$ cat src/hdl/phy_regs_pkg.sv
package phy_regs_pkg;

   // ==================================================================
   // Timing
   localparam int CLK_PERIOD_NS = 5;
   localparam int SW_RESET_NS = 1000;
   localparam int SW_RESET_CYCLES =
      (SW_RESET_NS + CLK_PERIOD_NS - 1) / CLK_PERIOD_NS;
   localparam int SOFT_RESET_NS = 100;
   localparam int SOFT_RESET_CYCLES =
      (SOFT_RESET_NS + CLK_PERIOD_NS - 1) / CLK_PERIOD_NS;
   localparam int CNT_W = 8;

   // ==================================================================
   // Register addresses
   localparam logic [4:0] ADDR_BASIC_CONTROL = 5'h00;
   localparam logic [4:0] ADDR_BASIC_STATUS = 5'h01;
   localparam logic [4:0] ADDR_ID_HIGH = 5'h02;
   localparam logic [4:0] ADDR_ID_LOW = 5'h03;
   localparam logic [4:0] ADDR_ADVERTISE = 5'h04;
   localparam logic [4:0] ADDR_PARTNER = 5'h05;
   localparam logic [4:0] ADDR_EXPANSION = 5'h06;
   localparam logic [4:0] ADDR_NEXT_PAGE_TX = 5'h07;
   localparam logic [4:0] ADDR_RSVD_LO = 5'h08;
   localparam logic [4:0] ADDR_RSVD_HI = 5'h0f;
   localparam logic [4:0] ADDR_PHY_SUMMARY = 5'h10;
   localparam logic [4:0] ADDR_INT_CONTROL = 5'h11;
   localparam logic [4:0] ADDR_INT_STATUS = 5'h12;
   localparam logic [4:0] ADDR_PAGE_SELECT = 5'h13;
   localparam logic [4:0] ADDR_PAGED_LO = 5'h14;
   // Page 0
   localparam logic [4:0] ADDR_FALSE_CARRIER = 5'h14;
   localparam logic [4:0] ADDR_RX_ERRORS = 5'h15;
   localparam logic [4:0] ADDR_PCS_CONFIG = 5'h16;
   localparam logic [4:0] ADDR_EXT_LAST = 5'h1d;
   localparam logic [4:0] ADDR_PHY_CONTROL_TWO = 5'h1c;
   // Page 2
   localparam logic [4:0] ADDR_LENGTH_DETECT = 5'h14;
   localparam logic [4:0] ADDR_FREQ_OFFSET = 5'h15;
   localparam logic [4:0] ADDR_CABLE_CONTROL = 5'h16;
   localparam logic [4:0] ADDR_CABLE_WINDOW = 5'h17;
   localparam logic [4:0] ADDR_CABLE_PEAK = 5'h18;
   localparam logic [4:0] ADDR_CABLE_THRESHOLD = 5'h19;
   localparam logic [4:0] ADDR_VARIANCE_CONTROL = 5'h1a;
   localparam logic [4:0] ADDR_VARIANCE_DATA = 5'h1b;
   localparam logic [4:0] ADDR_DIAG_RSVD = 5'h1c;
   localparam logic [4:0] ADDR_LINK_QUALITY_MON = 5'h1d;
   localparam logic [4:0] ADDR_LINK_QUALITY_DATA = 5'h1e;

   localparam logic [15:0] PAGE_EXTENDED = 16'h0000;
   localparam logic [15:0] PAGE_DIAG = 16'h0002;

   // ==================================================================
   // Fields and reset values
   localparam int BC_RESET_BIT = 15;
   localparam int BC_SPEED_BIT = 13;
   localparam int BC_ANEG_BIT = 12;
   localparam int PC2_SOFT_RESET_BIT = 9;
   localparam logic [15:0] ID_HIGH_VALUE = 16'h1a2b; // Arbitrary value
   localparam logic [15:0] ID_LOW_VALUE = 16'h3c4d; // Arbitrary value
   localparam logic [15:0] CABLE_WINDOW_RESET = 16'h00ff;
   localparam logic [15:0] ZERO_WORD = 16'h0000;

   // ==================================================================
   // Management frame
   localparam logic [1:0] OP_READ = 2'b10;
   localparam logic [1:0] OP_WRITE = 2'b01;
   localparam logic [5:0] PREAMBLE_BITS = 6'h20;
   localparam logic [5:0] HEADER_LAST = 6'h0b;
   localparam logic [5:0] DATA_LAST = 6'h0f;

   typedef enum logic [2:0] {
      MD_IDLE, MD_START, MD_HEADER, MD_TURN, MD_DATA
   } mgmt_state_t;

   typedef struct packed {
      logic [4:0] phyAddr;
      logic autoNeg;
      logic speed100;
      logic spare;
   } strap_t;

   typedef struct packed {
      logic [15:0] basicStatus;
      logic [15:0] phySummary;
      logic [15:0] falseCarrier;
      logic [15:0] rxErrors;
      logic [15:0] partnerBase;
      logic [15:0] partnerNext;
      logic partnerNextSel;
      logic [15:0] lengthDetect;
      logic [15:0] cablePeak;
      logic [15:0] cableThreshold;
      logic [15:0] varianceData;
   } phy_status_t;

endpackage

$ cat src/hdl/phy_reset_regs.sv
`timescale 1ns/1ps

// Functional notes
// - Hardware reset restores defaults, relatches straps
// - Control bit 15 starts 1 us chip reset
// - Software reset restores defaults, keeps straps
// - Control-two bit 9 resets datapath only
// - Page select at 13h chooses upper page
// - Page 0 decodes extended registers 14h-1Dh
// - Page 2 decodes diagnostics, 1Ch/1Fh reserved
// - Status except 12h, identifiers read-only; control read-write
// - 05h partner page; 08h-0Fh reserved
module phy_reset_regs (
   // Clock and reset
   input wire logic core_clk,
   input wire logic reset_n,
   // Serial management pins
   input wire logic mdc,
   input wire logic mdioIn,
   output logic mdioOut,
   output logic mdioOe,
   // Strap inputs and latched copy
   input wire phy_regs_pkg::strap_t strapIn,
   output phy_regs_pkg::strap_t strapLatched,
   // Hardware sourced register contents
   input wire phy_regs_pkg::phy_status_t statusIn,
   // Control towards the datapath
   output logic datapathReset,
   output logic [15:0] basicControl,
   output logic [15:0] phyControlTwo,
   output logic [15:0] cableWindow,
   output logic [15:0] pageSelect
);

   // ==================================================================
   // Declarations
   phy_regs_pkg::strap_t strap_q;
   phy_regs_pkg::mgmt_state_t state_q;
   logic [15:0] regs_q [32];
   logic [15:0] diag_q [32];
   logic mdcPrev_q;
   logic [5:0] bitCnt_q;
   logic [11:0] hdr_q;
   logic [15:0] shift_q;
   logic isRead_q;
   logic mdioOut_q;
   logic mdioOe_q;
   logic swBusy_q;
   logic [phy_regs_pkg::CNT_W-1:0] swCnt_q;
   logic [phy_regs_pkg::CNT_W-1:0] softCnt_q;
   logic datapathReset_q;
   logic mdcRise;
   logic mdcFall;
   logic wrEn;
   logic [4:0] wrAddr;
   logic [15:0] wrData;
   logic [4:0] rdAddr;
   logic [15:0] rdData;
   logic swStart;
   logic softActive;
   logic softDone;
   logic pageExt;
   logic pageDiag;

   assign mdcRise = mdc && !mdcPrev_q;
   assign mdcFall = !mdc && mdcPrev_q;
   assign pageExt = regs_q[phy_regs_pkg::ADDR_PAGE_SELECT]
                    == phy_regs_pkg::PAGE_EXTENDED;
   assign pageDiag = regs_q[phy_regs_pkg::ADDR_PAGE_SELECT]
                     == phy_regs_pkg::PAGE_DIAG;

   // ==================================================================
   // Strap capture
   // Sampled on every edge while reset_n is low, so the value that
   // stands at release is the one kept; software reset never touches it.
   always_ff @(posedge core_clk) begin
      if (!reset_n) begin
         strap_q <= strapIn;
      end
   end

   // ==================================================================
   // Decode helpers
   function automatic logic baseWritable(input logic [4:0] a);
      baseWritable = (a == phy_regs_pkg::ADDR_BASIC_CONTROL)
         || (a == phy_regs_pkg::ADDR_ADVERTISE)
         || (a == phy_regs_pkg::ADDR_EXPANSION)
         || (a == phy_regs_pkg::ADDR_NEXT_PAGE_TX)
         || (a == phy_regs_pkg::ADDR_INT_CONTROL)
         || (a == phy_regs_pkg::ADDR_INT_STATUS)
         || (a == phy_regs_pkg::ADDR_PAGE_SELECT);
   endfunction

   function automatic logic extWritable(input logic [4:0] a);
      extWritable = (a >= phy_regs_pkg::ADDR_PCS_CONFIG)
                    && (a <= phy_regs_pkg::ADDR_EXT_LAST);
   endfunction

   function automatic logic diagWritable(input logic [4:0] a);
      diagWritable = (a == phy_regs_pkg::ADDR_FREQ_OFFSET)
         || (a == phy_regs_pkg::ADDR_CABLE_CONTROL)
         || (a == phy_regs_pkg::ADDR_CABLE_WINDOW)
         || (a == phy_regs_pkg::ADDR_VARIANCE_CONTROL)
         || (a == phy_regs_pkg::ADDR_LINK_QUALITY_MON)
         || (a == phy_regs_pkg::ADDR_LINK_QUALITY_DATA);
   endfunction

   function automatic logic [15:0] baseDefault(input int i,
                                               input phy_regs_pkg::strap_t s);
      baseDefault = phy_regs_pkg::ZERO_WORD;
      if (i == int'(phy_regs_pkg::ADDR_BASIC_CONTROL)) begin
         baseDefault[phy_regs_pkg::BC_ANEG_BIT] = s.autoNeg;
         baseDefault[phy_regs_pkg::BC_SPEED_BIT] = s.speed100;
      end
   endfunction

   function automatic logic [15:0] diagDefault(input int i);
      diagDefault = phy_regs_pkg::ZERO_WORD;
      if (i == int'(phy_regs_pkg::ADDR_CABLE_WINDOW)) begin
         diagDefault = phy_regs_pkg::CABLE_WINDOW_RESET;
      end
   endfunction

   // ==================================================================
   // Register storage
   // Hardware reset and the start of a software reset both reload
   // defaults; only the straps decide the strap-dependent bits.
   assign swStart = wrEn && !swBusy_q
                    && (wrAddr == phy_regs_pkg::ADDR_BASIC_CONTROL)
                    && wrData[phy_regs_pkg::BC_RESET_BIT];

   always_ff @(posedge core_clk) begin
      if (!reset_n) begin
         for (int i = 0; i < 32; i++) begin
            regs_q[i] <= baseDefault(i, strapIn);
         end
      end else if (swStart) begin
         for (int i = 0; i < 32; i++) begin
            regs_q[i] <= baseDefault(i, strap_q);
         end
      end else begin
         if (softDone) begin
            regs_q[phy_regs_pkg::ADDR_PHY_CONTROL_TWO]
               [phy_regs_pkg::PC2_SOFT_RESET_BIT] <= 1'b0;
         end
         // A write after the self clear so a new request is not lost
         if (wrEn && (baseWritable(wrAddr)
                      || (pageExt && extWritable(wrAddr)))) begin
            regs_q[wrAddr] <= wrData;
            if (wrAddr == phy_regs_pkg::ADDR_BASIC_CONTROL) begin
               regs_q[wrAddr][phy_regs_pkg::BC_RESET_BIT] <= 1'b0;
            end
         end
      end
   end

   always_ff @(posedge core_clk) begin
      if (!reset_n || swStart) begin
         for (int i = 0; i < 32; i++) begin
            diag_q[i] <= diagDefault(i);
         end
      end else if (wrEn && pageDiag && diagWritable(wrAddr)) begin
         diag_q[wrAddr] <= wrData;
      end
   end

   // ==================================================================
   // Full software reset timer
   always_ff @(posedge core_clk) begin
      if (!reset_n) begin
         swBusy_q <= 1'b0;
         swCnt_q <= '0;
      end else if (swStart) begin
         swBusy_q <= 1'b1;
         swCnt_q <= '0;
      end else if (swBusy_q) begin
         if (swCnt_q == phy_regs_pkg::CNT_W'(
               phy_regs_pkg::SW_RESET_CYCLES - 1)) begin
            swBusy_q <= 1'b0;
         end else begin
            swCnt_q <= swCnt_q + 1'b1;
         end
      end
   end

   // ==================================================================
   // Datapath soft reset
   // Registers stay readable and writable; only the datapath is held.
   assign softActive = regs_q[phy_regs_pkg::ADDR_PHY_CONTROL_TWO]
                       [phy_regs_pkg::PC2_SOFT_RESET_BIT];
   assign softDone = softActive && (softCnt_q == phy_regs_pkg::CNT_W'(
                        phy_regs_pkg::SOFT_RESET_CYCLES - 1));

   always_ff @(posedge core_clk) begin
      if (!reset_n || !softActive || swStart) begin
         softCnt_q <= '0;
      end else if (!softDone) begin
         softCnt_q <= softCnt_q + 1'b1;
      end
   end

   always_ff @(posedge core_clk) begin
      if (!reset_n) begin
         datapathReset_q <= 1'b1;
      end else begin
         datapathReset_q <= swBusy_q || softActive;
      end
   end

   // ==================================================================
   // Read decode
   always_comb begin
      rdData = phy_regs_pkg::ZERO_WORD;
      unique case (rdAddr) inside
         phy_regs_pkg::ADDR_BASIC_CONTROL: begin
            rdData = regs_q[rdAddr];
            rdData[phy_regs_pkg::BC_RESET_BIT] = swBusy_q;
         end
         phy_regs_pkg::ADDR_BASIC_STATUS:
            rdData = statusIn.basicStatus;
         phy_regs_pkg::ADDR_ID_HIGH: rdData = phy_regs_pkg::ID_HIGH_VALUE;
         phy_regs_pkg::ADDR_ID_LOW: rdData = phy_regs_pkg::ID_LOW_VALUE;
         phy_regs_pkg::ADDR_PARTNER: begin
            rdData = statusIn.partnerNextSel ? statusIn.partnerNext
                                             : statusIn.partnerBase;
         end
         [phy_regs_pkg::ADDR_RSVD_LO:phy_regs_pkg::ADDR_RSVD_HI]:
            rdData = phy_regs_pkg::ZERO_WORD;
         phy_regs_pkg::ADDR_PHY_SUMMARY: rdData = statusIn.phySummary;
         [phy_regs_pkg::ADDR_PAGED_LO:5'h1f]: begin
            if (pageExt) begin
               if (rdAddr == phy_regs_pkg::ADDR_FALSE_CARRIER) begin
                  rdData = statusIn.falseCarrier;
               end else if (rdAddr == phy_regs_pkg::ADDR_RX_ERRORS) begin
                  rdData = statusIn.rxErrors;
               end else if (extWritable(rdAddr)) begin
                  rdData = regs_q[rdAddr];
               end
            end else if (pageDiag) begin
               if (rdAddr == phy_regs_pkg::ADDR_LENGTH_DETECT) begin
                  rdData = statusIn.lengthDetect;
               end else if (rdAddr == phy_regs_pkg::ADDR_CABLE_PEAK) begin
                  rdData = statusIn.cablePeak;
               end else if (rdAddr == phy_regs_pkg::ADDR_CABLE_THRESHOLD)
               begin
                  rdData = statusIn.cableThreshold;
               end else if (rdAddr == phy_regs_pkg::ADDR_VARIANCE_DATA)
               begin
                  rdData = statusIn.varianceData;
               end else if (diagWritable(rdAddr)) begin
                  rdData = diag_q[rdAddr];
               end
            end
         end
         default: begin
            if (baseWritable(rdAddr)) begin
               rdData = regs_q[rdAddr];
            end
         end
      endcase
   end

   // ==================================================================
   // Management frame engine
   // MDC is sampled as an ordinary input; input bits are taken on its
   // rising edge and read data is launched on its falling edge.
   // Frames are ignored while the chip reset runs; the host must wait.
   assign rdAddr = {hdr_q[3:0], mdioIn};
   assign wrAddr = hdr_q[4:0];
   assign wrData = {shift_q[14:0], mdioIn};
   assign wrEn = mdcRise && (state_q == phy_regs_pkg::MD_DATA)
                 && !isRead_q && (bitCnt_q == phy_regs_pkg::DATA_LAST);

   always_ff @(posedge core_clk) begin
      if (!reset_n) begin
         mdcPrev_q <= 1'b0;
      end else begin
         mdcPrev_q <= mdc;
      end
   end

   always_ff @(posedge core_clk) begin
      if (!reset_n || swBusy_q) begin
         state_q <= phy_regs_pkg::MD_IDLE;
         bitCnt_q <= '0;
         hdr_q <= '0;
         shift_q <= '0;
         isRead_q <= 1'b0;
      end else if (mdcRise) begin
         unique case (state_q)
            phy_regs_pkg::MD_IDLE: begin
               if (mdioIn) begin
                  if (bitCnt_q != phy_regs_pkg::PREAMBLE_BITS) begin
                     bitCnt_q <= bitCnt_q + 1'b1;
                  end
               end else begin
                  if (bitCnt_q == phy_regs_pkg::PREAMBLE_BITS) begin
                     state_q <= phy_regs_pkg::MD_START;
                  end
                  bitCnt_q <= '0;
               end
            end
            phy_regs_pkg::MD_START: begin
               state_q <= mdioIn ? phy_regs_pkg::MD_HEADER
                                 : phy_regs_pkg::MD_IDLE;
               bitCnt_q <= '0;
            end
            phy_regs_pkg::MD_HEADER: begin
               hdr_q <= {hdr_q[10:0], mdioIn};
               bitCnt_q <= bitCnt_q + 1'b1;
               if (bitCnt_q == phy_regs_pkg::HEADER_LAST) begin
                  bitCnt_q <= '0;
                  isRead_q <= hdr_q[10:9] == phy_regs_pkg::OP_READ;
                  shift_q <= rdData;
                  if (hdr_q[8:4] == strap_q.phyAddr
                      && (hdr_q[10:9] == phy_regs_pkg::OP_READ
                          || hdr_q[10:9] == phy_regs_pkg::OP_WRITE)) begin
                     state_q <= phy_regs_pkg::MD_TURN;
                  end else begin
                     state_q <= phy_regs_pkg::MD_IDLE;
                  end
               end
            end
            phy_regs_pkg::MD_TURN: begin
               bitCnt_q <= bitCnt_q + 1'b1;
               if (bitCnt_q == 6'h01) begin
                  bitCnt_q <= '0;
                  state_q <= phy_regs_pkg::MD_DATA;
               end
            end
            phy_regs_pkg::MD_DATA: begin
               if (!isRead_q) begin
                  shift_q <= wrData;
               end
               bitCnt_q <= bitCnt_q + 1'b1;
               if (bitCnt_q == phy_regs_pkg::DATA_LAST) begin
                  bitCnt_q <= '0;
                  state_q <= phy_regs_pkg::MD_IDLE;
               end
            end
         endcase
      end else if (mdcFall && isRead_q
                   && state_q == phy_regs_pkg::MD_DATA) begin
         shift_q <= {shift_q[14:0], 1'b0};
      end
   end

   always_ff @(posedge core_clk) begin
      if (!reset_n || swBusy_q) begin
         mdioOut_q <= 1'b0;
         mdioOe_q <= 1'b0;
      end else if (mdcFall) begin
         if (isRead_q && state_q == phy_regs_pkg::MD_TURN
             && bitCnt_q == 6'h01) begin
            mdioOut_q <= 1'b0;
            mdioOe_q <= 1'b1;
         end else if (isRead_q && state_q == phy_regs_pkg::MD_DATA) begin
            mdioOut_q <= shift_q[15];
            mdioOe_q <= 1'b1;
         end else begin
            mdioOut_q <= 1'b0;
            mdioOe_q <= 1'b0;
         end
      end
   end

   // ==================================================================
   // Outputs
   assign mdioOut = mdioOut_q;
   assign mdioOe = mdioOe_q;
   assign strapLatched = strap_q;
   assign datapathReset = datapathReset_q;
   assign basicControl = regs_q[phy_regs_pkg::ADDR_BASIC_CONTROL];
   assign phyControlTwo = regs_q[phy_regs_pkg::ADDR_PHY_CONTROL_TWO];
   assign cableWindow = diag_q[phy_regs_pkg::ADDR_CABLE_WINDOW];
   assign pageSelect = regs_q[phy_regs_pkg::ADDR_PAGE_SELECT];

   // ==================================================================
   // Assertions
   a_swreset_length: assert property (@(posedge core_clk)
      disable iff (!reset_n)
      $rose(swBusy_q) |-> ##199 swBusy_q ##1 !swBusy_q)
      else $error("chip reset length wrong");
   a_swreset_defaults: assert property (@(posedge core_clk)
      disable iff (!reset_n)
      swStart |=> regs_q[phy_regs_pkg::ADDR_ADVERTISE] == 16'h0000
                  && diag_q[phy_regs_pkg::ADDR_CABLE_WINDOW] == 16'h00ff)
      else $error("defaults not restored by chip reset");
   a_strap_kept: assert property (@(posedge core_clk)
      disable iff (!reset_n)
      swStart |=> $stable(strap_q)
                  && basicControl[12] == strap_q.autoNeg)
      else $error("strap lost on chip reset");
   a_strap_relatch: assert property (@(posedge core_clk)
      disable iff (!reset_n)
      $rose(reset_n) |-> strap_q == $past(strapIn)
                         && pageSelect == 16'h0000)
      else $error("strap not relatched at reset");
   a_soft_hold: assert property (@(posedge core_clk)
      disable iff (!reset_n)
      $rose(softActive) && !swBusy_q |=> datapathReset_q
         && $stable(regs_q[phy_regs_pkg::ADDR_ADVERTISE]) || wrEn)
      else $error("soft reset behaviour wrong");
   a_soft_clears: assert property (@(posedge core_clk)
      disable iff (!reset_n)
      $rose(softActive) |-> ##[1:25] !softActive)
      else $error("soft reset never ends");
   a_diag_reserved: assert property (@(posedge core_clk)
      disable iff (!reset_n)
      pageDiag && rdAddr == 5'h1c |-> rdData == 16'h0000)
      else $error("reserved diag address not zero");
   a_other_page: assert property (@(posedge core_clk)
      disable iff (!reset_n)
      !pageExt && !pageDiag && rdAddr >= 5'h14 |-> rdData == 16'h0000)
      else $error("unimplemented page not zero");
   a_page_write: assert property (@(posedge core_clk)
      disable iff (!reset_n)
      wrEn && wrAddr == 5'h13 && !swStart |=> pageSelect == $past(wrData))
      else $error("page select not stored");
   a_status_ro: assert property (@(posedge core_clk)
      disable iff (!reset_n)
      rdAddr == 5'h01 |-> rdData == statusIn.basicStatus)
      else $error("basic status not from hardware");
   a_reset_bit_read: assert property (@(posedge core_clk)
      disable iff (!reset_n)
      rdAddr == 5'h00 |-> rdData[15] == swBusy_q)
      else $error("reset bit readback wrong");
   a_drive_read: assert property (@(posedge core_clk)
      disable iff (!reset_n)
      mdioOe_q |-> isRead_q || $past(isRead_q))
      else $error("pin driven outside a read");

   c_sw_reset: cover property (@(posedge core_clk)
      disable iff (!reset_n) swStart);
   c_soft_reset: cover property (@(posedge core_clk)
      disable iff (!reset_n) softDone);
   c_diag_write: cover property (@(posedge core_clk)
      disable iff (!reset_n) wrEn && pageDiag);
   c_read_drive: cover property (@(posedge core_clk)
      disable iff (!reset_n) $rose(mdioOe_q));

endmodule

$ cat config.mk
export PLATFORM = sky130hd
export DESIGN_NAME = phy_reset_regs
export DESIGN_NICKNAME = d
export VERILOG_FILES = /design/src/hdl/phy_regs_pkg.sv /design/src/hdl/phy_reset_regs.sv
export SDC_FILE = /design/constraint.sdc
export NUM_CORES = 1
export LEC_CHECK = 0
export ABC_AREA = 1
export BUFFER_PORTS_ARGS = -buffer_cell sky130_fd_sc_hd__clkbuf_2
export CAP_MARGIN = 20
export CORE_MARGIN = 5
export CORE_UTILIZATION = 55
export CTS_CLUSTER_SIZE = 8
export DETAILED_ROUTE_END_ITERATION = 6
export HOLD_SLACK_MARGIN = 0.08
export PLACE_DENSITY = 0.79
export SLEW_MARGIN = 40
export SYNTH_ARGS = -nofsm -noshare
export SYNTH_HDL_FRONTEND = slang
export SYNTH_SLANG_ARGS = --single-unit
$ cat constraint.sdc
create_clock -name core_clk -period 4.35 [get_ports core_clk]
set_input_delay 1.305 -clock core_clk [delete_from_list [all_inputs] [get_ports core_clk]]
set_output_delay 1.305 -clock core_clk [all_outputs]
set_load 0.03 [all_outputs]
[Yosys cells after proc, flatten, opt, wreduce, memory -nomap -nowiden]
Memories as Yosys holds them, arrays and structs flattened.
Cells that the tools add are included.
Word-level totals
  flip-flop bits (word level): 66
  bits in writable memories: 1024
  output and inout port bits: 75
  logic and storage cells: 309
  memories: 2
Memories
  diag_q: words 32, width 16, read ports 2, clocked after Yosys merged registers in 0, write ports 32, line phy_reset_regs.sv:40  | logic [15:0] diag_q [32];
  regs_q: words 32, width 16, read ports 4, clocked after Yosys merged registers in 0, write ports 32, line phy_reset_regs.sv:39  | logic [15:0] regs_q [32];
Operators by class
  add/sub/neg operators: 3
  magnitude comparators: 8
  equal/unequal tests: 58
  multiplexer cells: 105
  bitwise gates (word level): 45
  reduce and logical (&&, ||, !) cells: 72
Operators by type and width (number)
  16-bit two-way mux: 51
  16-bit one-hot mux with 8 select lines: 1
  5-bit == test, second input constant: 23
  5-bit by 3-bit == test with 1-bit output, second input constant: 7
  1-bit OR: 34
  1-bit two-way mux: 32
  16-bit one-hot mux with 2 select lines: 1
  16-bit OR reduction: 2
  6-bit two-way mux: 5
  6-bit one-hot mux with 5 select lines: 1
  1-bit logical OR: 29
  1-bit logical AND: 23
  8-bit by 1-bit adder with 8-bit output, second input constant: 2
  16-bit by 2-bit == test with 1-bit output, second input constant: 1
  16-bit logical NOT: 1
  5-bit >= comparator, second input constant: 3
  5-bit <= comparator, second input constant: 3
  3-bit two-way mux: 5
  3-bit one-hot mux with 5 select lines: 1
  6-bit by 4-bit == test with 1-bit output, second input constant: 2
  2-bit two-way mux: 6
  5-bit by 2-bit == test with 1-bit output, second input constant: 2
  5-bit logical NOT: 2
  5-bit two-way mux: 2
  other kinds (30): 52

[Depth between registers and ports, before layout]
Gate-level depths: netlist (run 1).
  depth after elaboration: 17
  gate-level depth with buffers: 20

[Worst setup path before layout (run 1)]
Ideal clock, no wire load.
  kind: input port to flip-flop
  from: input port mdc
  to: memory regs_q[6][0] (enable)
  setup time: 0.366 ns
  arrival time: 3.105 ns
  data required time: 3.984 ns
  path slack: 0.879 ns
  stages: 13
  buffers on the path: 2
  cells stage by stage: inv_1 > nor2_1 > inv_1 > nor2_2 > nand4_1 > nor4_1 > nor2_1 > nand2_2 > a31oi_4 > buf_8 > nand3_4 > buf_6 > nand2_1
RTL lines
  start, declared: line phy_reset_regs.sv:18  | input wire logic mdc,
  end, declared: line phy_reset_regs.sv:39

==> flow_metrics.env, run 1 <==
export IMPL_clock_latency_ns=0.70
export IMPL_dp_cells=4838
export IMPL_wire_per_inst_um=23.4
export IMPL_synth_top_family_by_area="simple AND/OR/NAND/NOR gates"
export IMPL_drive_above_1_share=0.149
export IMPL_critPathRequiredTime_ns=4.78
export IMPL_p_int_mw=14.8
export IMPL_cts_buffers=117
export IMPL_synth_xor_area_share=0.000945
export IMPL_setup_viol=0
export IMPL_status="completed"
export IMPL_peakVddDrop_mv=0.346
export IMPL_switching_share=0.225
export IMPL_clock_fmax_ghz=0.274
export IMPL_synth_area_leader_cell="edfxtp_1"
export IMPL_seq_power_share=0.511
export IMPL_holdPathStages=2
export IMPL_vias=29230
export IMPL_r2r_cells=10
export IMPL_min_to="softCnt_q[6]$_SDFFE_PP0N_"
export IMPL_cp_slowest_cell="nand2_1"
export IMPL_crit_buf_inv=4
export IMPL_place_gp_congestion=1.01
export IMPL_cp_slowest_stage_delay_ns=0.62
export IMPL_fin_cells=5009
export IMPL_start_kind="input port"
export IMPL_routed_via_density=5.84
export IMPL_worstPathArrival_ns=4.08
export IMPL_grt_pass1_wl_mm=173
export IMPL_skew_ns=0.0394
export IMPL_ff2ff_setup_slack_ns=0.72
export IMPL_initial_core_util=0.553
export IMPL_synth_area_um2=37100
export IMPL_syn_inst=3332
export IMPL_worstSetupEndpointType="flip-flop"
export IMPL_dp_hpwl_mm=78.3
export IMPL_die_w_um=270
export IMPL_synth_simple_area_share=0.159
export IMPL_die_h_um=270
export IMPL_cts_sinks=858
export IMPL_fin_area_um2=44700
export IMPL_slew_headroom=0.406
export IMPL_finalHoldViolCount=0
export IMPL_cts_setup_buffers=0
export IMPL_path_cells="clkbuf_2, inv_1, nor2_1, inv_1, nor2_2, nand4_1, inv_1, nand2_2, a31oi_4, nand4_1, nand2_1, nor2_1"
export IMPL_hp_start="softCnt_q[6]$_SDFFE_PP0N_"
export IMPL_grt_pass1_vias=28379
export IMPL_cts_buffer_depth=3
export IMPL_die_area_um2=72700
export IMPL_rsz0062_at_grt="no"
export IMPL_pwr_density_cell_nw_per_um2=427
export IMPL_ios=248
export IMPL_ys_types=64
export IMPL_criticalPathCategory="input port to flip-flop"
export IMPL_drt_wl_total_mm=117
export IMPL_crit_family="simple AND/OR/NAND/NOR gates"
export IMPL_coreArea_um2=67000
export IMPL_synth_area_leaders="edfxtp_1 65%, nand2_1 6.7%, nor2_1 5.0%"
export IMPL_r2r_end="regs_q[28][15]$_SDFFCE_PN0P_"
export IMPL_r2r_start="regs_q[19][15]$_SDFFCE_PN0P_"
export IMPL_slew_violations=0
export IMPL_grt_max_degree=102
export IMPL_synth_compound_area_share=0.111
export IMPL_ys_ff_latch=858
export IMPL_drc=0
export IMPL_postCtsHoldBufs=0
export IMPL_port_buffers=247
export IMPL_firstDrtPassIters=6
export IMPL_grt_usage=0.313
export IMPL_worst_pin_slew_ns=0.890
export IMPL_critPathMostFrequentCell="inv_1"
export IMPL_worstPathMaxFanout=14
export IMPL_row_count=95
export IMPL_syn_avg_cell_area_um2=11.1
export IMPL_ys_seq_area_frac=0.679
export IMPL_antenna_left=0
export IMPL_switchingPower_mw=4.29
export IMPL_comb_power_share=0.056
export IMPL_startpoint="mdc"
export IMPL_dp_slack_ns=-0.111
export IMPL_first_iter_violations=4667
export IMPL_maxCapViolations=0
export IMPL_cts_tree="yes"
export IMPL_syn2layout_area_growth_pct=20.5
export IMPL_cts_htree_levels=3
export IMPL_setup_slack_ns=0.703
export IMPL_synth_adder_area_share=0.00203
export IMPL_cts_root_buf="clkbuf_16"
export IMPL_place_area_um2=41400
export IMPL_fin_crit_ns=3.65
export IMPL_clk_pin_slew_ns=0.06
export IMPL_finish_utilization=0.666
export IMPL_synth_top_cell_area_share=0.648
export IMPL_hold_class="flip-flop to flip-flop"
export IMPL_period_share=0.838
export IMPL_yosys_warnings=0
export IMPL_diodes=0
export IMPL_pwr_share_clk=0.434
export IMPL_synth_mux_area_frac=0.00118
export IMPL_antenna_found_initial=1
export IMPL_nNetsFinal=4264
export IMPL_cellLeakagePower_nw=17.8
export IMPL_cts_resized_gates=0
export IMPL_fin_setup_tns_ns=0
export IMPL_overflow=0
routing by layer:
layer	share of wire	wire length, um	global-route usage
met1	0.35	41600	0.416
met2	0.45	52600	0.481
met3	0.14	16200	0.0803
met4	0.057	6690	0.162
met5	0.00011	13	0
cell type report:
class / instances / area [um2]
sequential: 858 / 25200
multi-input combinational: 2520 / 11900
tap: 873 / 1090
fill: 4864 / 22400
clock inverter: 8 / 145
timing repair buffer: 387 / 2460
clock buffer: 162 / 3120
inverter: 201 / 761
state kept, by name, summed over array words and instances, names as in the netlist, 6 cells and up:
name and flops:
regs_q 512, diag_q 280, shift_q 16, hdr_q 11, softCnt_q 8, strapLatched 8, swCnt_q 8, bitCnt_q 6
per-stage QoR:
stage               hold WS, ns  power [mW]
floorplan                 0.453        10.4
global placement          0.467        10.8
detailed placement        0.474        10.9
CTS                       0.482        19.1
global route              0.505        19.6
finish                    0.483        19.1
worst max path at each step:
| stage | to | slack, ns | cells past startpoint |
|---|---|---|---|
| finish | regs_q[28][15]$_SDFFCE_PN0P_ | 0.70 | 12 |
| global route | regs_q[28][15]$_SDFFCE_PN0P_ | 0.65 | 10 |
| CTS | regs_q[7][15]$_SDFFCE_PN0P_ | 0.55 | 10 |
| global placement | regs_q[29][15]$_SDFFCE_PN0P_ | -0.04 | 12 |
| detailed placement | regs_q[7][15]$_SDFFCE_PN0P_ | -0.11 | 12 |
| floorplan | regs_q[6][0]$_SDFFCE_PN0P_ | 0.88 | 13 |
cells in the final DEF (no fill, tap or decap), drive strengths merged, types with 89 or more instances in the layout:
master,n
o22ai,121
buf,140
a21oi,142
clkbuf,409
nand2,676
o21ai,127
nor2,535
edfxtp,800
inv,198
nand3,89
a22oi,213
conb,457
cell families after synthesis:
group	Yosys count
flops	858
other cells	1
buf+inv	410
simple gates	1398
mux	4
fa+ha+maj	6
compound gates	651
xor+xnor	4
worst reg2reg max path, cell delays in order, from the launching register on:
cell	delay, ns
edfxtp_1	0.40
inv_1	0.22
nand3b_1	0.12
nor4_2	0.31
nand3_2	0.22
inv_2	0.20
o211ai_2	0.13
a31oi_4	0.49
nand4_1	0.52
nand2_1	0.62
nor2_1	0.12
synthesized netlist by cell type (all sizes together):
master,n
o22a,6
o22ai,121
clkinv,4
a211oi,7
conb,1
edfxtp,800
o2111ai,1
nor3b,5
ha,6
nand4,50
xnor2,2
nor3,22
inv,197
nor2,535
clkbuf,105
a41oi,1
mux2,3
a311oi,1
nand2b,1
a2111oi,1
nand3b,3
a221oi,3
or2,7
o21a,2
mux2i,1
a22o,6
dfxtp,58
a21o,6
nor4,8
a31oi,9
xor2,2
o211ai,2
o21bai,1
and3,2
nand2,676
a21boi,2
buf,104
o21ai,127
a21oi,142
nand3,89
a22oi,213
power by group through the flow:
stage,Clock (mW),Combinational (mW),Sequential (mW)
final,8.27,1.06,9.74
after floorplan,0,0.516,9.87
after CTS,8.31,1.01,9.73
after global routing,8.71,1.14,9.76
after detailed placement,0,1.01,9.88
after global placement,0,0.992,9.85
Note: power is estimated with default switching activity, not from simulation.
==> inputs of run 2 (changes only) <==
--- a/config.mk
+++ b/config.mk
@@ -9,11 +9,11 @@
 export BUFFER_PORTS_ARGS = -buffer_cell sky130_fd_sc_hd__clkbuf_2
 export CAP_MARGIN = 20
 export CORE_MARGIN = 5
-export CORE_UTILIZATION = 55
+export CORE_UTILIZATION = 54
 export CTS_CLUSTER_SIZE = 8
 export DETAILED_ROUTE_END_ITERATION = 6
 export HOLD_SLACK_MARGIN = 0.08
-export PLACE_DENSITY = 0.79
+export PLACE_DENSITY = 0.81
 export SLEW_MARGIN = 40
 export SYNTH_ARGS = -nofsm -noshare
 export SYNTH_HDL_FRONTEND = slang
==> constraint.sdc (replaced) <==
create_clock -name core_clk -period 3.2 [get_ports core_clk]
set_input_delay 0.96 -clock core_clk [delete_from_list [all_inputs] [get_ports core_clk]]
set_output_delay 0.96 -clock core_clk [all_outputs]
set_load 0.03 [all_outputs]
==> run 2 against run 1 <==
Net effect:
- the flow now finishes with violations (design-rule violations)
- combinational power up 49%
- highest routed layer unchanged
- first-iteration DRC count unchanged
- largest power group unchanged
- sequential share of layout area down 2.2 points
- via count up 3.9%
- utilization up 1.4 points
- worst setup slack worse by 0.59 ns
- sequential power up 36%
- routed wire length up 2.4%
- critical path depth up 3
- non-clock buffer count up 184
==> flow_metrics.env, run 2 (synthesized netlist as in run 1, its figures left out) <==
export IMPL_cts_resized_gates=0
export IMPL_die_area_um2=74000
export IMPL_initial_core_util=0.542
export IMPL_worstSetupEndpointType="flip-flop"
export IMPL_period_share=0.965
export IMPL_grt_usage=0.316
export IMPL_grt_max_degree=58
export IMPL_clock_fmax_ghz=0.324
export IMPL_place_gp_congestion=1.04
export IMPL_criticalPathCategory="flip-flop to flip-flop"
export IMPL_hold_class="input port to flip-flop"
export IMPL_slew_headroom=0.370
export IMPL_vias=30371
export IMPL_cellLeakagePower_nw=18.8
export IMPL_nNetsFinal=4448
export IMPL_wire_per_inst_um=23.1
export IMPL_cts_tree="yes"
export IMPL_maxCapViolations=0
export IMPL_cts_buffer_depth=3
export IMPL_finish_utilization=0.680
export IMPL_clk_pin_slew_ns=0.06
export IMPL_peakVddDrop_mv=0.481
export IMPL_finalHoldViolCount=0
export IMPL_pwr_density_cell_nw_per_um2=559
export IMPL_fin_setup_tns_ns=0
export IMPL_grt_use_met1=0.399
export IMPL_worst_pin_slew_ns=0.945
export IMPL_busiest_layer="met2"
export IMPL_ios=248
export IMPL_start_kind="flip-flop"
export IMPL_grt_pass1_wl_mm=177
export IMPL_drc=2
export IMPL_rsz0062_at_grt="no"
export IMPL_slew_violations=0
export IMPL_mostFrequentLayoutCell="edfxtp_1"
export IMPL_cp_slowest_cell="nor4_1"
export IMPL_antenna_left=0
export IMPL_fin_crit_ns=3.09
export IMPL_first_iter_violations=4667
export IMPL_dp_hpwl_mm=83.1
export IMPL_die_w_um=272
export IMPL_die_h_um=272
export IMPL_met2_usage=0.496
export IMPL_critPathMostFrequentCell="nand2_1"
export IMPL_nFillCells=4573
export IMPL_setup_slack_ns=0.111
export IMPL_largest_reg_flops=512
export IMPL_row_count=96
export IMPL_ff_latch_area_um2=25200
export IMPL_cts_root_buf="clkbuf_16"
export IMPL_violations="design-rule violations"
export IMPL_worstPathArrival_ns=3.67
export IMPL_grt_pass1_vias=29563
export IMPL_cp_slowest_stage_delay_ns=0.52
export IMPL_cts_sinks=858
export IMPL_setup_viol=0
export IMPL_drt_wl_total_mm=120
export IMPL_critPathRequiredTime_ns=3.78
export IMPL_cts_htree_levels=3
export IMPL_skew_ns=0.0378
export IMPL_path_cells="buf_4, inv_4, nor2_2, inv_2, nor2_1, buf_4, nand2_1, inv_2, a21oi_4, nor4_1, nand2_1, inv_1, nand3b_1, nand2_1, a21oi_1"
export IMPL_cts_setup_buffers=0
export IMPL_ff2ff_setup_slack_ns=0.11
export IMPL_postCtsHoldBufs=0
export IMPL_cts_buffers=117
export IMPL_antenna_found_initial=2
export IMPL_regMostFlops="regs_q"
export IMPL_multi_input_area_um2=11900
export IMPL_worstPathMaxFanout=8
export IMPL_layout_cells_most_common_list="800 x edfxtp_1, 660 x nand2_1, 485 x nor2_1"
export IMPL_routed_via_density=5.85
export IMPL_coreArea_um2=68300
export IMPL_reg_top3="regs_q (512), diag_q (280), shift_q (16)"
export IMPL_drive_above_1_share=0.185
export IMPL_port_buffers=247
export IMPL_firstDrtPassIters=7
export IMPL_met3_usage=0.0894
export IMPL_clock_latency_ns=0.69
export IMPL_syn2layout_area_growth_pct=25.3
export IMPL_dp_slack_ns=-0.127
export IMPL_diodes=0
export IMPL_overflow=0
export IMPL_status="finished with violations"
==> run 2: cell types whose count changed in the layout (fill, tap and decap cells not counted), moves of 2 or more <==
cell       previous run  this run
buf_12               13        49
inv_1               181       185
clkbuf_1             44        38
clkinv_16             2         0
clkinv_1              6         4
inv_2                12         9
buf_4               126       275
inv_6                 0         2
==> run 2: metal layers <==
| layer | vias to the layer above | wire, um |
|---|---|---|
| met2 | 2446 | 54100 |
| li1 | 13213 | - |
| met3 | 497 | 17200 |
| met5 | - | 19 |
| met1 | 14213 | 40300 |
| met4 | 2 | 8330 |
==> run 2: area by class of cell <==
cell class                 count  area share
clock inverter                 7     0.00267
clock buffer                 156      0.0666
sequential                   858       0.542
inverter                     201      0.0164
tap                          882      0.0237
timing repair buffer         571      0.0921
multi-input combinational   2520       0.256
==> run 2: metrics by stage <==
| stage | instances | hold WS [ns] | power (mW) | instance area, um2 |
|---|---|---|---|---|
| global route | 5195 | 0.438 | 26.7 | 46500 |
| finish | 5195 | 0.448 | 26.0 | 46500 |
| global placement | 5032 | 0.465 | 14.9 | 43200 |
| CTS | 5195 | 0.423 | 25.9 | 46500 |
| detailed placement | 5032 | 0.476 | 14.9 | 43200 |
| floorplan | 3788 | 0.453 | 14.1 | 38800 |
==> run 2: where the power goes <==
part           switching, mW  total, mW  internal, mW
registers              0.245       13.2          13.0
clock network           4.46       11.2          6.69
logic                   1.05       1.58         0.526
==> run 2: worst paths after layout <==
kind / startpoint / end / cells after the start
worst max-delay path: hdr_q[1]$_SDFFE_PP0P_ / shift_q[0]$_SDFFE_PP0P_ / 15
worst min-delay path: strapIn[0] / strapLatched[0]$_DFFE_PN_ / 1
worst max register to register: hdr_q[1]$_SDFFE_PP0P_ / shift_q[0]$_SDFFE_PP0P_ / 15
worst min register to register: softCnt_q[6]$_SDFFE_PP0N_ / softCnt_q[6]$_SDFFE_PP0N_ / 2
==> run 2: critical path, delay by kind of cell, from the launching register on <==
family | cells | cell delay [ns]
AOI/OAI and AO/OA | 2 | 0.11
DFF | 1 | 0.45
buffers and inverters | 6 | 0.93
and+or+nand+nor | 7 | 1.48
